--- src/pkg/compare_pkg.sv ---
package compare_pkg;
  // ----------------------------------------
  // register map
  // ----------------------------------------
  localparam logic [3:0]  ADDR_CTRL2       = 4'h0;
  localparam logic [3:0]  ADDR_CTRL1       = 4'h1;
  localparam logic [3:0]  ADDR_COMPARE     = 4'h2;
  localparam logic [3:0]  ADDR_PERIOD      = 4'h3;
  localparam logic [3:0]  ADDR_FAULT       = 4'h4;
  localparam logic [3:0]  ADDR_IRQ_STATUS  = 4'h5;
  localparam logic [3:0]  ADDR_IRQ_MASK    = 4'h6;
  localparam logic [3:0]  ADDR_TIMER       = 4'h7;
  // ----------------------------------------
  // compare_control_two fields
  // ----------------------------------------
  localparam int          BIT_FAULT_EXIT   = 15;
  localparam int          BIT_FAULT_LEVEL  = 14;
  localparam int          BIT_FAULT_TRI    = 13;
  localparam int          BIT_INVERT       = 12;
  localparam int          BIT_CASCADE      = 8;
  localparam int          BIT_TRIG_SEL     = 7;
  localparam int          BIT_TRIG_STATUS  = 6;
  localparam int          BIT_OUT_TRI      = 5;
  localparam int          SRC_MSB          = 4;
  localparam logic [15:0] CTRL2_WMASK      = 16'hf1ff;
  localparam logic [15:0] CTRL2_RESET      = 16'h000c;
  // ----------------------------------------
  // control one and status fields
  // ----------------------------------------
  localparam int          BIT_ENABLE       = 0;
  localparam int          BIT_FAULT_IN     = 0;
  localparam int          BIT_FAULT_FLAG   = 1;
  localparam int          IRQ_MATCH        = 0;
  localparam int          IRQ_PERIOD       = 1;
  localparam int          IRQ_FAULT        = 2;
  localparam int          IRQ_OFF_TRIG     = 3;
  localparam int          IRQ_W            = 4;
  localparam logic [15:0] PERIOD_RESET     = 16'hffff;
endpackage

--- src/hdl/compare_counter.sv ---
// timer of one channel, 16 or 32 bits wide depending on cascade
module compare_counter #(
  parameter int W = 32
) (
  input  wire logic         sys_clk_in,   // clock
  input  wire logic         rst_in,       // synchronous reset
  input  wire logic         run_in,       // count when high, hold clear when low
  input  wire logic         sync_in,      // restart from zero
  input  wire logic         wide_in,      // 32-bit mode
  input  wire logic [W-1:0] limit_in,     // last count of a period
  output logic      [W-1:0] count_out,    // current count
  output logic              wrap_out      // period ends this cycle
);
  logic [W-1:0] count_r;
  logic [W-1:0] count_nxt;
  logic [W-1:0] cmp_v;

  initial begin
    if (W != 32) $error("compare_counter needs W of 32");
  end

  always_comb begin
    cmp_v = wide_in ? count_r : {16'h0000, count_r[15:0]};
    wrap_out = run_in && (cmp_v == limit_in);
    if (!run_in || sync_in || wrap_out) begin
      count_nxt = '0;
    end else begin
      count_nxt = count_r + 32'h0000_0001;
    end
  end

  always_ff @(posedge sys_clk_in) begin
    if (rst_in) begin
      count_r <= '0;
    end else begin
      count_r <= count_nxt;
    end
  end

  assign count_out = count_r;
endmodule

--- src/hdl/output_compare_control_two.sv ---
// Our own choices: the address map and the strobed register port.
module output_compare_control_two
  import compare_pkg::*;
#(
  parameter int          NSRC    = 32,
  parameter logic [31:0] SRC_MAP = 32'hffff_fffe  // bit n: code n is a real source
) (
  input  wire logic        sys_clk_in,     // 50 MHz clock
  input  wire logic        rst_in,         // synchronous reset, high
  input  wire logic [3:0]  addr_in,        // register index
  input  wire logic [15:0] wdata_in,       // write data
  input  wire logic        wr_in,          // write strobe
  input  wire logic        rd_in,          // read strobe
  output logic      [15:0] rdata_out,      // read data, cycle after strobe
  input  wire logic [NSRC-1:0] src_in,     // trigger/sync source pulses
  input  wire logic        fault_in,       // fault source, high active
  input  wire logic        partner_wrap_in, // period end of partner channel
  output logic             pin_o_out,      // compare pin level
  output logic             pin_oe_out,     // compare pin drive enable
  output logic             trig_out,       // trigger-out pulse
  output logic             irq_out         // interrupt level
);
  import compare_pkg::*;

  initial begin
    if (NSRC != 32) $error("source select needs 32 sources");
  end

  // ----------------------------------------
  // registers
  // ----------------------------------------
  logic [15:0] ctrl2_r, ctrl2_nxt;
  logic        enable_r, enable_nxt;
  logic [31:0] cmp_r, cmp_nxt;
  logic [31:0] per_r, per_nxt;
  logic        fault_r, fault_nxt;
  logic        flag_r, flag_nxt;
  logic        running_r, running_nxt;
  logic [IRQ_W-1:0] stat_r, stat_nxt, mask_r, mask_nxt;
  logic [15:0] rdata_r, rdata_nxt;
  logic        pin_r, pin_nxt;
  logic        oe_r, oe_nxt;
  logic        trig_r, trig_nxt;
  logic [31:0] count_w;
  logic        wrap_w;
  logic        src_hit;
  logic        period_edge;
  logic        raw_out;
  logic [IRQ_W-1:0] events;

  // mapping gate per source, so an unmapped code can never start or restart the timer
  logic [NSRC-1:0] src_valid;
  genvar g;
  generate
    for (g = 0; g < NSRC; g++) begin : g_src
      assign src_valid[g] = src_in[g] & SRC_MAP[g];
    end
  endgenerate

  assign src_hit = src_valid[ctrl2_r[SRC_MSB:0]];

  compare_counter #(.W(32)) u_counter (
    .sys_clk_in (sys_clk_in),
    .rst_in     (rst_in),
    .run_in     (running_r),
    .sync_in    (!ctrl2_r[BIT_TRIG_SEL] && src_hit),
    .wide_in    (ctrl2_r[BIT_CASCADE]),
    .limit_in   (ctrl2_r[BIT_CASCADE] ? per_r : {16'h0000, per_r[15:0]}),
    .count_out  (count_w),
    .wrap_out   (wrap_w)
  );

  // in cascade the pair ends a period only when both halves do
  assign period_edge = ctrl2_r[BIT_CASCADE] ? (wrap_w && partner_wrap_in) : wrap_w;

  // ----------------------------------------
  // next state
  // ----------------------------------------
  always_comb begin
    ctrl2_nxt   = ctrl2_r;
    enable_nxt  = enable_r;
    cmp_nxt     = cmp_r;
    per_nxt     = per_r;
    mask_nxt    = mask_r;
    fault_nxt   = fault_r;
    flag_nxt    = flag_r;
    running_nxt = running_r;
    trig_nxt    = 1'b0;
    rdata_nxt   = 16'h0000;
    events      = '0;

    if (wr_in) begin
      case (addr_in)
        ADDR_CTRL2:    ctrl2_nxt = (wdata_in & CTRL2_WMASK) | (ctrl2_r & ~CTRL2_WMASK);
        ADDR_CTRL1:    enable_nxt = wdata_in[BIT_ENABLE];
        ADDR_COMPARE:  cmp_nxt[15:0] = wdata_in;
        ADDR_PERIOD:   per_nxt[15:0] = wdata_in;
        ADDR_IRQ_MASK: mask_nxt = wdata_in[IRQ_W-1:0];
        ADDR_TIMER:    begin
          cmp_nxt[31:16] = wdata_in;
          per_nxt[31:16] = wdata_in;
        end
        ADDR_FAULT:    begin
          if (!wdata_in[BIT_FAULT_FLAG]) flag_nxt = 1'b0;
        end
        default:       ;
      endcase
    end

    // switching off emits a single trigger pulse
    if (enable_r && !enable_nxt) begin
      trig_nxt = 1'b1;
      events[IRQ_OFF_TRIG] = 1'b1;
    end

    // trigger mode waits for the source; sync mode runs whenever enabled
    if (!enable_r) begin
      running_nxt = 1'b0;
    end else if (!ctrl2_r[BIT_TRIG_SEL]) begin
      running_nxt = 1'b1;
    end else if (src_hit) begin
      running_nxt = 1'b1;
    end
    if (wr_in && addr_in == ADDR_CTRL2 && !wdata_in[BIT_TRIG_STATUS]) begin
      running_nxt = 1'b0;
    end
    ctrl2_nxt[BIT_TRIG_STATUS] = running_nxt;

    // fault entry; the flag is set even while a clear is written
    if (fault_in) begin
      fault_nxt = 1'b1;
      flag_nxt  = 1'b1;
      if (!fault_r) events[IRQ_FAULT] = 1'b1;
    end else if (fault_r && period_edge) begin
      if (ctrl2_r[BIT_FAULT_EXIT]) begin
        if (!flag_r) fault_nxt = 1'b0;
      end else begin
        fault_nxt = 1'b0;
      end
    end

    if (running_r && count_w == (ctrl2_r[BIT_CASCADE] ? cmp_r : {16'h0000, cmp_r[15:0]})) begin
      events[IRQ_MATCH] = 1'b1;
    end
    if (period_edge) events[IRQ_PERIOD] = 1'b1;

    if (rd_in) begin
      case (addr_in)
        ADDR_CTRL2:      rdata_nxt = ctrl2_r & CTRL2_WMASK;
        ADDR_CTRL1:      rdata_nxt = {15'h0000, enable_r};
        ADDR_COMPARE:    rdata_nxt = cmp_r[15:0];
        ADDR_PERIOD:     rdata_nxt = per_r[15:0];
        ADDR_FAULT:      rdata_nxt = {14'h0000, flag_r, fault_in};
        ADDR_IRQ_STATUS: rdata_nxt = {12'h000, stat_r};
        ADDR_IRQ_MASK:   rdata_nxt = {12'h000, mask_r};
        ADDR_TIMER:      rdata_nxt = count_w[15:0];
        default:         rdata_nxt = 16'h0000;
      endcase
    end

    // read clears, but a new event in the same cycle survives
    stat_nxt = ((rd_in && addr_in == ADDR_IRQ_STATUS) ? '0 : stat_r) | events;

    // pwm: high from period start until the compare match
    raw_out = running_r && (count_w < (ctrl2_r[BIT_CASCADE] ? cmp_r : {16'h0000, cmp_r[15:0]}));
    if (fault_nxt) begin
      pin_nxt = ctrl2_r[BIT_FAULT_LEVEL];
      oe_nxt  = !ctrl2_r[BIT_FAULT_TRI] && !ctrl2_r[BIT_OUT_TRI];
    end else begin
      pin_nxt = raw_out ^ ctrl2_r[BIT_INVERT];
      oe_nxt  = !ctrl2_r[BIT_OUT_TRI];
    end
  end

  // ----------------------------------------
  // state registers
  // ----------------------------------------
  always_ff @(posedge sys_clk_in) begin
    if (rst_in) begin
      ctrl2_r   <= CTRL2_RESET;
      enable_r  <= 1'b0;
      cmp_r     <= '0;
      per_r     <= {16'h0000, PERIOD_RESET};
      fault_r   <= 1'b0;
      flag_r    <= 1'b0;
      running_r <= 1'b0;
      stat_r    <= '0;
      mask_r    <= '0;
      rdata_r   <= 16'h0000;
      pin_r     <= 1'b0;
      oe_r      <= 1'b1;
      trig_r    <= 1'b0;
    end else begin
      ctrl2_r   <= ctrl2_nxt;
      enable_r  <= enable_nxt;
      cmp_r     <= cmp_nxt;
      per_r     <= per_nxt;
      fault_r   <= fault_nxt;
      flag_r    <= flag_nxt;
      running_r <= running_nxt;
      stat_r    <= stat_nxt;
      mask_r    <= mask_nxt;
      rdata_r   <= rdata_nxt;
      pin_r     <= pin_nxt;
      oe_r      <= oe_nxt;
      trig_r    <= trig_nxt;
    end
  end

  assign rdata_out  = rdata_r;
  assign pin_o_out  = pin_r;
  assign pin_oe_out = oe_r;
  assign trig_out   = trig_r;
  assign irq_out    = |(stat_r & mask_r);
endmodule

--- config.mk ---
export PLATFORM = sky130hd
export DESIGN_NAME = output_compare_control_two
export DESIGN_NICKNAME = d
export VERILOG_FILES = /design/src/pkg/compare_pkg.sv /design/src/hdl/compare_counter.sv /design/src/hdl/output_compare_control_two.sv
export SDC_FILE = /design/constraint.sdc
export NUM_CORES = 1
export LEC_CHECK = 0
export BUFFER_PORTS_ARGS = -buffer_cell sky130_fd_sc_hd__clkbuf_2
export CAP_MARGIN = 20
export CORE_ASPECT_RATIO = 1.25
export CORE_UTILIZATION = 35
export CTS_CLUSTER_DIAMETER = 150
export DETAILED_ROUTE_END_ITERATION = 16
export MAX_ROUTING_LAYER = met4
export PLACE_DENSITY = 0.58
export SLEW_MARGIN = 0
export SYNTH_ARGS = -nofsm -noshare
export SYNTH_HDL_FRONTEND = slang
export SYNTH_HIERARCHICAL = 1
export SYNTH_SLANG_ARGS = --single-unit
--- constraint.sdc ---
create_clock -name sys_clk_in -period 9.9 [get_ports sys_clk_in]
set_clock_uncertainty 0.1 [all_clocks]
set_input_delay 0.99 -clock sys_clk_in [delete_from_list [all_inputs] [get_ports sys_clk_in]]
set_output_delay 0.99 -clock sys_clk_in [all_outputs]
set_load 0.01 [all_outputs]
After elaboration in Yosys (flattened, before gate mapping)
Cells that the tools add are included.

Reductions and logical operators: 32. Equal/unequal tests: 11. Magnitude comparators: 2. Bitwise gates (word level): 6. Mux-type cells: 27. Add/subtract/negate cells: 1.

Operators by type and width (count): $pmux 16 s8 (1); $mux 32 (3); $eq 32x32->1 (2); $add 32x1->32 const B (1); $lt 32x32->1 (1); $mux 1 (21); $eq 4x3->1 const B (4); $or 16x12->16 (1); $logic_and 1x1->1 (11); $reduce_and 2->1 (5); $eq 4x2->1 const B (2); $logic_not 1->1 (6); $lt 5x6->1 const B (1); $bmux 1 s5 (1); $and 4x4->4 (1); $eq 4x1->1 const B (1); $logic_not 4->1 (1); $mux 4 (1); $ne 2x1->1 const B (2); $or 4x4->4 (1); $reduce_bool 2->1 (2); $reduce_or 2->1 (2); $reduce_or 4->1 (1); $reduce_and 3->1 (1); 4 further kinds (6).

Register bits after elaboration: 126. Output and inout bits: 20.

Logic depth before layout (Yosys ltp)
Gate-level depths: netlist (run 1).

Depth in word-level cells: 9. Gate-level depth with buffers: 15.

Cells and area by module
Netlist (run 1), hierarchy kept.

Modules (own cells, without submodules): output_compare_control_two (times used 1, cells an instance 576, sequential area each 1821.7 sq um, area an instance 4600.7 sq um); compare_counter (times used 1, cells an instance 228, sequential area each 640.6 sq um, area an instance 1954.4 sq um).

Worst setup path after synthesis (run 1)
OpenSTA, ideal clock, no wires.

Kind: reg2reg. Start point: register ctrl2_r[8]. End point: register pin_r (netlist: pin_o_out). Arrival: 3203 ps. Period minus slack after synthesis: 3394 ps. Slack: 6506 ps. Stages on the path, launching flop included: 15. Cell sequence: dfxtp_1 > clkbuf_1 > clkbuf_1 > nand2_1 > inv_1 > nor4bb_1 > a31o_2 > a22oi_1 > or4_1 > nor4_1 > o21ai_1 > a21o_1 > a21oi_1 > nor2_1 > a311oi_1.

Longest elaborated chain between the ends: 9. Elaborated cells on any way between the ends: 14. Classes of those cells: order compare (1); eq/ne (1); mux (7); bitwise (1); reduce/logical (4).

RTL lines: from (decl) (RTL line output_compare_control_two.sv:32) `logic [15:0] ctrl2_r, ctrl2_nxt;`; from (signal assigned) (RTL line output_compare_control_two.sv:194) `ctrl2_r <= ctrl2_nxt;`; $mux 32, on equally long branches (RTL line compare_counter.sv:23, output_compare_control_two.sv:68); $eq 32x32->1 (*) (RTL line compare_counter.sv:24) `wrap_out = run_in && (cmp_v == limit_in);`; $logic_and 1x1->1 (*) (RTL line compare_counter.sv:24); via wrap_w (RTL line output_compare_control_two.sv:45) `logic wrap_w;`; $logic_and 1x1->1 (RTL line output_compare_control_two.sv:74) `assign period_edge = ctrl2_r[BIT_CASCADE] ? (wrap_w && partner_wrap_in) : wrap_w;`; $mux 1 (*) (RTL line output_compare_control_two.sv:74); $logic_and 1x1->1 (*) (RTL line output_compare_control_two.sv:134) `end else if (fault_r && period_edge) begin`; $mux 1 (*) (RTL line output_compare_control_two.sv:134); $mux 1 (*) (RTL line output_compare_control_two.sv:130) `if (fault_in) begin`; $mux 1 (*) (RTL line output_compare_control_two.sv:166) `if (fault_nxt) begin`; to (signal assigned) (RTL line output_compare_control_two.sv:204) `pin_r <= pin_nxt;`; to (decl) (RTL line output_compare_control_two.sv:41) `logic pin_r, pin_nxt;`.

The timed path passes the listed nets; every way through them passes the cells marked *. A chain may end at the register's enable or synchronous reset.

Worst setup path after layout (run 1)
Ends and elaborated chain as after synthesis.

==> results of run 1 <==
## metal layers
metal  global-route usage (%)  share of wire, %
met1                     23.7                42
met2                     35.0                49
met4                     11.6               4.3
met5                        -                 0
met3                     3.92               4.9
## flip-flops by register name, summed over array words and instances, names as in the netlist
name                 flops
trig_out                 1
flag_r                   1
ctrl2_r                 12
pin_oe_out               1
rdata_out               16
enable_r                 1
running_r                1
pin_o_out                1
per_r                   16
stat_r                   4
mask_r                   4
fault_r                  1
cmp_r                   32
u_counter/count_out     32
## Yosys cell counts, drive strengths merged (5+ instances only)
| master | number |
|---|---|
| nand2 | 176 |
| dfxtp | 123 |
| a21oi | 71 |
| nor2 | 60 |
| inv | 42 |
| nand3 | 35 |
| ha | 33 |
| clkbuf | 32 |
| xor2 | 31 |
| a22oi | 29 |
| xnor2 | 20 |
| o21ai | 12 |
| and2 | 11 |
| and3 | 11 |
| nand4 | 11 |
| mux4 | 10 |
| nor2b | 9 |
| nor4 | 9 |
| buf | 8 |
| mux2i | 8 |
| a31oi | 6 |
| a31o | 5 |
| and4 | 5 |
## cell families after synthesis
kind of cell | Yosys count | share of synthesized area (%)
AOI/OAI and AO/OA | 149 | 14.6
adders and majority gates | 33 | 6.30
DFF | 123 | 37.6
and+or+nand+nor | 345 | 24.4
buffers and inverters | 82 | 5.13
xor gates and xnor gates | 51 | 6.81
muxes | 21 | 5.17
## metrics by stage
| stage | utilization (%) | hold WS [ns] | power (W) | worst slack, ns |
|---|---|---|---|---|
| global placement | 38.9 | 0.343 | 0.000576 | 5.82 |
| CTS | 42.0 | 0.358 | 0.00117 | 5.69 |
| floorplan | - | 0.336 | 0.000547 | 6.51 |
| global route | 42.0 | 0.382 | 0.00120 | 5.42 |
| detailed placement | 38.9 | 0.349 | 0.000576 | 5.72 |
| finish | 42.0 | 0.354 | 0.00116 | 5.61 |
## path summary, 6_finish.rpt
path	endpoint	slack, ns	cells past startpoint
setup / recovery	pin_o_out$_SDFF_PP0_	5.61	13
hold / removal	cmp_r[26]$_SDFFE_PP0P_	0.35	2
setup reg to reg	pin_o_out$_SDFF_PP0_	5.61	13
hold reg to reg	cmp_r[26]$_SDFFE_PP0P_	0.35	2
## final cells by class
type / count / area, µm²
fill: 1850 / 10600
clock inverter: 13 / 119
multi-input combinational: 599 / 3770
tap: 228 / 285
inverter: 42 / 158
timing repair buffer: 82 / 425
sequential: 123 / 2460
clock buffer: 18 / 439
## power groups by stage
stage / clock network (W) / registers [W] / logic [W]
after floorplan: 0 / 0.000515 / 0.0000314
after global placement: 0 / 0.000517 / 0.0000595
after detailed placement: 0 / 0.000517 / 0.0000598
after CTS: 0.000601 / 0.000506 / 0.0000601
after global routing: 0.000624 / 0.000506 / 0.0000653
final: 0.000593 / 0.000506 / 0.0000601
## worst register-to-register path, stage by stage, from the launching register on
cell and delay [ns]:
dfxtp_1 0.58, buf_4 0.34, nand2_1 0.14, inv_1 0.11, nor4bb_1 0.27, a31o_2 0.14, a22oi_1 0.06, or4_1 0.63
nor4_1 0.37, o21ai_1 0.19, a21o_1 0.18, a21oi_1 0.53, nor2_1 0.09, a311oi_1 0.41
==> flow_metrics.tcl, run 1 <==
set metrics [dict create \
    criticalPathCategory "reg -> reg" \
    antenna_found_initial 0 \
    ys_seq_elements 123 \
    io_pins 78 \
    timing.final.crit_share_pct 43.3 \
    nNetsFinal 956 \
    wirelength_mm 19.1 \
    worstMarginPinSlew_ns 0.801 \
    slew_headroom_pct 46.6 \
    critPathMaxStageDelay_ns 0.63 \
    num_vias 5830 \
    die_w_um 124 \
    core_mm2 0.0182 \
    cap_violations 0 \
    initial_core_util_pct 35.9 \
    grt_util_all_layers_pct 21.0 \
    final_cell_mix "176 x nand2_1, 123 x dfxtp_1, 76 x clkbuf_2, 71 x a21oi_1, 54 x nor2_1" \
    critPathMaxFanout 24 \
    synth_top_area_share_pct 37.6 \
    detail-route-antenna-nets 0 \
    numCtsBuffers 17 \
    gp_congestion 0.844 \
    rsz0062_at_grt "no" \
    wire_per_inst_um 17.3 \
    yosys.area.top_type "dfxtp_1" \
    clk_latency_ns 0.42 \
    fin_crit_ns 4.29 \
    synth_fp_nets 895 \
    clkSinkCount 123 \
    yosys_warnings 6 \
    post_cts_resized 0 \
    clk_pin_slew_ns 0.06 \
    switching_share_pct 24.6 \
    max_freq_mhz 233 \
    synthTopCellsByArea "dfxtp_1 38%, nand2_1 10%, ha_1 6.3%" \
    viasPerCell 5.28 \
    synth.avg_cell_area_um2 8.15 \
    pwr-share-seq_pct 43.6 \
    start_kind "flop" \
    final_layout_size_suffix_gt1_share_pct 16.5 \
    synth_seq_area_share_pct 37.6 \
    end_kind "flop" \
    syn_area_mm2 0.00656 \
    die-area_mm2 0.0193 \
    die_h_um 155 \
    grt_max_degree 55 \
    synth_edf_count 0 \
    crit_chain "buf_4 -> nand2_1 -> inv_1 -> nor4bb_1 -> a31o_2 -> a22oi_1 -> or4_1 -> nor4_1 -> o21ai_1 -> a21o_1 -> a21oi_1 -> nor2_1 -> a311oi_1" \
    irDropWorstVdd_uv 102 \
    cp.required_ns 10.09 \
    final_common_cell "nand2_1" \
    hold_path.class "reg -> reg" \
    antenna_cells 0 \
    cts-root-buf "clkbuf_16" \
    dp.cells 1074 \
    htree_levels 4 \
    port_buffers 76 \
    setup_viol 0 \
    p_int_w 0.000875 \
    dr.pass1.iters 5 \
    postCtsHoldBufs 0 \
    ys_types 58 \
    dpl_cell_area_mm2 0.00710 \
    drt_iter0_drc 290 \
    grt.overflow.total 0 \
    post-cts-setup-buffers 0 \
    p_leak_nw 3.01 \
    p_switching_w 0.000285 \
    syn2layout_area_growth_pct 16.8 \
    final-max-slew-violation-count 0 \
    synth_ff_type "dfxtp_1" \
    cts_tree "yes" \
    cts_buffer_depth 2 \
    worstHoldStart "cmp_r[26]$_SDFFE_PP0P_" \
    crit_family "compound AO/OA/AOI/OAI gates" \
    pwr-share-comb_pct 5.2 \
    arrival_ns 4.47 \
    slowest_stage "or4_1" \
    startpoint "ctrl2_r[8]$_SDFFE_PP0P_" \
    power_density_mw_per_mm2 151 \
    reg2reg_from "ctrl2_r[8]$_SDFFE_PP0P_" \
    design_area_mm2 0.00766 \
    synthCells 804 \
    rows 55 \
    hold_viol_final 0 \
    grt_pass1_wl_mm 30.2 \
    cp_num_buf_inv 2 \
    async_flop_share_pct 0 \
    timing.setup.tns_ns 0 \
    pwr-share-clk_pct 51.2 \
    dp_hpwl_mm 13.8 \
    status "complete, no violations" \
    stdcell_count 1105 \
    drc 0 \
    grt_pass1_vias 5616 \
]
No activity file was read; power rests on OpenSTA's default activity.
==> run 2, diff against run 1 <==
Settings changed: PLACE_DENSITY 0.58 to 0.59.
Clock period 9.9 ns to 3.8 ns, I/O delays scaled along.
==> run 2 against run 1 <==
Net effect: clock-buffer cell count up 2; total power rose to 2.7 times the previous value; final area up 1.1%; fmax up 28%; critical path depth down 1; worst setup slack worse by 5.2 ns; sequential power rose to 2.6 times the previous value; die area unchanged; combinational power rose to 2.6 times the previous value; core utilization up 0.45 points.
==> flow_metrics.tcl, run 2 (synthesis results as in run 1) <==
set metrics [dict create \
    hold_viol_final 0 \
    viasPerCell 5.30 \
    die-area_mm2 0.0193 \
    wire_per_inst_um 17.7 \
    rsz0062_at_grt "no" \
    detail-route-antenna-nets 0 \
    final-max-slew-violation-count 0 \
    start_kind "flop" \
    antenna_cells 0 \
    initial_core_util_pct 35.9 \
    cts-root-buf "clkbuf_16" \
    timing.setup.tns_ns 0 \
    drc 0 \
    power_density_mw_per_mm2 403 \
    irDropWorstVdd_uv 299 \
    gp_congestion 0.863 \
    post-cts-setup-buffers 0 \
    slew_headroom_pct 41.5 \
    num_vias 5896 \
    worstMarginPinSlew_ns 0.875 \
    dr.pass1.iters 5 \
    max_freq_mhz 298 \
    drt_iter0_drc 314 \
    cap_violations 0 \
    antenna_found_initial 0 \
    postCtsHoldBufs 0 \
    die_w_um 124 \
    syn2layout_area_growth_pct 18.1 \
    numCtsBuffers 17 \
    cp.required_ns 4.03 \
    hold_path.class "in -> reg" \
    end_kind "flop" \
    clk_latency_ns 0.43 \
    critPathMaxFanout 13 \
    rows 55 \
    dp_hpwl_mm 14.3 \
    die_h_um 155 \
    io_pins 78 \
    clk_pin_slew_ns 0.06 \
    grt_pass1_vias 5730 \
    htree_levels 4 \
    cts_tree "yes" \
    final_cell_mix "176 x nand2_1, 122 x dfxtp_1, 76 x clkbuf_2, 71 x a21oi_1, 54 x nor2_1" \
    grt_pass1_wl_mm 31.5 \
    nNetsFinal 962 \
    clkSinkCount 123 \
    criticalPathCategory "reg -> reg" \
    fin_total_pwr_w 0.00312 \
    met3_length_um 761 \
    fin_crit_ns 3.36 \
    final_layout_size_suffix_gt1_share_pct 17.2 \
    grt_util_all_layers_pct 21.8 \
    highest_layer "met4" \
    port_buffers 76 \
    wirelength_mm 19.7 \
    status "complete, no violations" \
    setup_viol 0 \
    met1_length_mm 8.54 \
    arrival_ns 3.59 \
    timing.final.crit_share_pct 88.3 \
    p_leak_nw 3.07 \
    core_mm2 0.0182 \
    final_common_cell "nand2_1" \
    wl_met2_mm 9.80 \
    cts_buffer_depth 2 \
    grt.overflow.total 0 \
    grt_max_degree 55 \
]
-- run 2: changes by cell type in the layout (fill, tap and decap cells not counted), sizes merged --
| cell | delta |
|---|---|
| clkinv | -1 |
| buf | +6 |
| clkinvlp | -2 |
| bufinv | +1 |
| clkbuf | +2 |
| inv | +1 |
-- run 2: layout make-up --
class | instances | area, µm²
clock buffer | 20 | 457
tap | 228 | 285
clock inverter | 12 | 138
sequential | 123 | 2460
timing repair buffer | 88 | 470
fill | 1851 | 10500
multi-input combinational | 599 | 3770
inverter | 42 | 158
-- run 2: final timing paths --
check	cells past startpoint	slack (ns)	start	end
max	12	0.44	ctrl2_r[8]$_SDFFE_PP0P_	pin_o_out$_SDFF_PP0_
min	3	0.15	wdata_in[9]	cmp_r[25]$_SDFFE_PP0P_
max reg2reg	12	0.44	ctrl2_r[8]$_SDFFE_PP0P_	pin_o_out$_SDFF_PP0_
min reg2reg	2	0.35	cmp_r[31]$_SDFFE_PP0P_	cmp_r[31]$_SDFFE_PP0P_
-- run 2: stage by stage --
step / setup slack (ns) / utilization, % / cell area [µm²] / hold slack, ns / cells
finish: 0.445 / 42.4 / 7740 / 0.151 / 1112
global route: 0.192 / 42.4 / 7740 / 0.138 / 1112
CTS: 0.294 / 42.4 / 7740 / 0.142 / 1112
detailed placement: 0.296 / 39.2 / 7140 / 0.347 / 1080
global placement: 0.395 / 39.2 / 7140 / 0.343 / 1080
floorplan: 0.406 / - / 6560 / 0.336 / 804
-- run 2: repair_timing --
action                                  in CTS  in global routing
gates resized for setup                      0                  1
endpoints found under the setup margin       0                  1
endpoints found under the hold margin        0                  0
-- run 2: power by group --
group	switching (W)	internal, W	total [W]
logic	0.0000982	0.0000596	0.000158
clock network	0.000637	0.00101	0.00164
registers	0.0000135	0.00130	0.00132
-- run 2: critical path: stages (launching register included) --
cell	delay, ns
dfxtp_2	0.46
nand2_1	0.11
inv_1	0.10
nor4bb_1	0.30
a31o_2	0.15
a22oi_1	0.05
or4_1	0.63
nor4_1	0.31
o21ai_1	0.15
a21o_1	0.17
a21oi_1	0.40
nor2_1	0.08
a311oi_1	0.24
-- run 2: layer usage --
| layer | vias up | global-route usage [%] |
|---|---|---|
| met1 | 2781 | 25.9 |
| li1 | 2911 | - |
| met3 | 36 | 3.40 |
| met5 | - | - |
| met4 | 0 | 9.06 |
| met2 | 168 | 36.7 |
==> run 3, diff against run 2 <==
Settings changed: CORE_MARGIN set to 4.
==> run 3 against run 2 <==
Net effect: core utilization rose by 0.10 points; first-iteration DRC count increased by 16%; total power is 2.0% higher; sequential power about the same; routed wire length is 1.9% lower; worst setup slack worse by 0.15 ns; critical path depth stayed put; clock power rose by 4%; highest routed layer unchanged.
==> flow_metrics.tcl, run 3 (synthesis results as in run 1) <==
set metrics [dict create \
    status "complete, no violations" \
    htree_levels 4 \
    setup_viol 0 \
    criticalPathCategory "reg -> reg" \
    arrival_ns 3.72 \
    rows 55 \
    slew_headroom_pct 41.4 \
    antenna_cells 0 \
    post-cts-setup-buffers 0 \
    rsz0062_at_grt "no" \
    grt_max_degree 55 \
    core_mm2 0.0182 \
    num_vias 5892 \
    die-area_mm2 0.0210 \
    clk_pin_slew_ns 0.06 \
    clkSinkCount 123 \
    gp_congestion 0.882 \
    postCtsHoldBufs 0 \
    viasPerCell 5.30 \
    final_layout_size_suffix_gt1_share_pct 17.1 \
    cts_buffer_depth 2 \
    p_leak_nw 3.08 \
    syn2layout_area_growth_pct 18.3 \
    wire_per_inst_um 17.4 \
    end_kind "flop" \
    pre_cts_slack_ns 0.319 \
    cp.required_ns 4.01 \
    detail-route-antenna-nets 0 \
    initial_core_util_pct 35.9 \
    drc 0 \
    start_kind "flop" \
    io_pins 78 \
    grt_pass1_wl_mm 30.9 \
    irDropWorstVdd_uv 234 \
    post_cts_resized 0 \
    critPathMaxFanout 12 \
    multi_input_area_mm2 0.00377 \
    fin_crit_ns 3.51 \
    grt_pass1_vias 5696 \
    port_buffers 76 \
    hold_viol_final 0 \
    antenna_found_initial 0 \
    cts_tree "yes" \
    timing.final.crit_share_pct 92.3 \
    final_common_cell "nand2_1" \
    dr.pass1.iters 5 \
    clk_latency_ns 0.42 \
    drt_iter0_drc 363 \
    power_density_mw_per_mm2 411 \
    cts-root-buf "clkbuf_16" \
    cap_violations 0 \
    dp_hpwl_mm 14.2 \
    wirelength_mm 19.3 \
    worstMarginPinSlew_ns 0.877 \
    nNetsFinal 961 \
    hold_path.class "in -> reg" \
    seq_area_mm2 0.00246 \
    die_w_um 130 \
    grt_util_all_layers_pct 19.4 \
    timing.setup.tns_ns 0 \
    grt.overflow.total 0 \
    fin_ws_ns 0.293 \
    max_freq_mhz 285 \
    final_cell_mix "176 x nand2_1, 123 x dfxtp_1, 76 x clkbuf_2, 71 x a21oi_1, 54 x nor2_1" \
    die_h_um 161 \
    final.fill_count 1827 \
    final-max-slew-violation-count 0 \
    numCtsBuffers 17 \
]
[run 3: cell types whose count changed in the layout (fill, tap and decap cells not counted)]
cell | previous run | this run
dfxtp_2 | 1 | 0
clkinv_2 | 2 | 1
bufinv_16 | 2 | 3
clkbuf_1 | 1 | 0
inv_6 | 4 | 5
buf_4 | 12 | 11
dfxtp_1 | 122 | 123
clkbuf_8 | 2 | 1
inv_8 | 0 | 1
[run 3: per-stage QoR]
step | hold WS [ns] | instance area (µm²) | utilization [%] | power (W) | instances
final | 0.157 | 7760 | 42.5 | 0.00318 | 1111
after detailed placement | 0.348 | 7140 | 39.1 | 0.00150 | 1079
after CTS | 0.147 | 7760 | 42.5 | 0.00321 | 1111
after global routing | 0.164 | 7760 | 42.5 | 0.00329 | 1111
after floorplan | 0.336 | 6560 | - | 0.00142 | 804
after global placement | 0.343 | 7140 | 39.1 | 0.00150 | 1079
[run 3: final cells by class]
| cell class | instances | share of cell area, % |
|---|---|---|
| timing repair buffer | 87 | 5.97 |
| tap | 228 | 3.68 |
| clock buffer | 18 | 5.66 |
| clock inverter | 14 | 2.35 |
| multi-input combinational | 599 | 48.6 |
| sequential | 123 | 31.7 |
| inverter | 42 | 2.03 |
[run 3: critical path: stages (launching register included)]
cell      delay [ns]
dfxtp_1         0.53
nand2_1         0.15
inv_1           0.12
nor4bb_1        0.29
a31o_2          0.14
a22oi_1         0.06
or4_1           0.63
nor4_1          0.30
o21ai_1         0.14
a21o_1          0.17
a21oi_1         0.41
nor2_1          0.08
a311oi_1        0.29
[run 3: power by group]
| part | switching (W) | total, W | internal (W) |
|---|---|---|---|
| clock network | 0.000646 | 0.00171 | 0.00106 |
| registers | 0.0000130 | 0.00132 | 0.00130 |
| logic | 0.0000973 | 0.000157 | 0.0000596 |
[run 3: final timing paths]
| path | cells after the start | slack, ns | startpoint | end |
|---|---|---|---|---|
| max | 12 | 0.29 | ctrl2_r[8]$_SDFFE_PP0P_ | pin_o_out$_SDFF_PP0_ |
| min reg2reg | 2 | 0.35 | cmp_r[17]$_SDFFE_PP0P_ | cmp_r[17]$_SDFFE_PP0P_ |
| min | 3 | 0.16 | fault_in | flag_r$_SDFFE_PP0P_ |
| max reg2reg | 12 | 0.29 | ctrl2_r[8]$_SDFFE_PP0P_ | pin_o_out$_SDFF_PP0_ |
[run 3: per-layer routing]
metal / GRT usage (%) / wire, µm
met5: - / 0
met4: 7.76 / 593
met3: 2.94 / 969
met2: 31.9 / 9620
met1: 23.6 / 8160
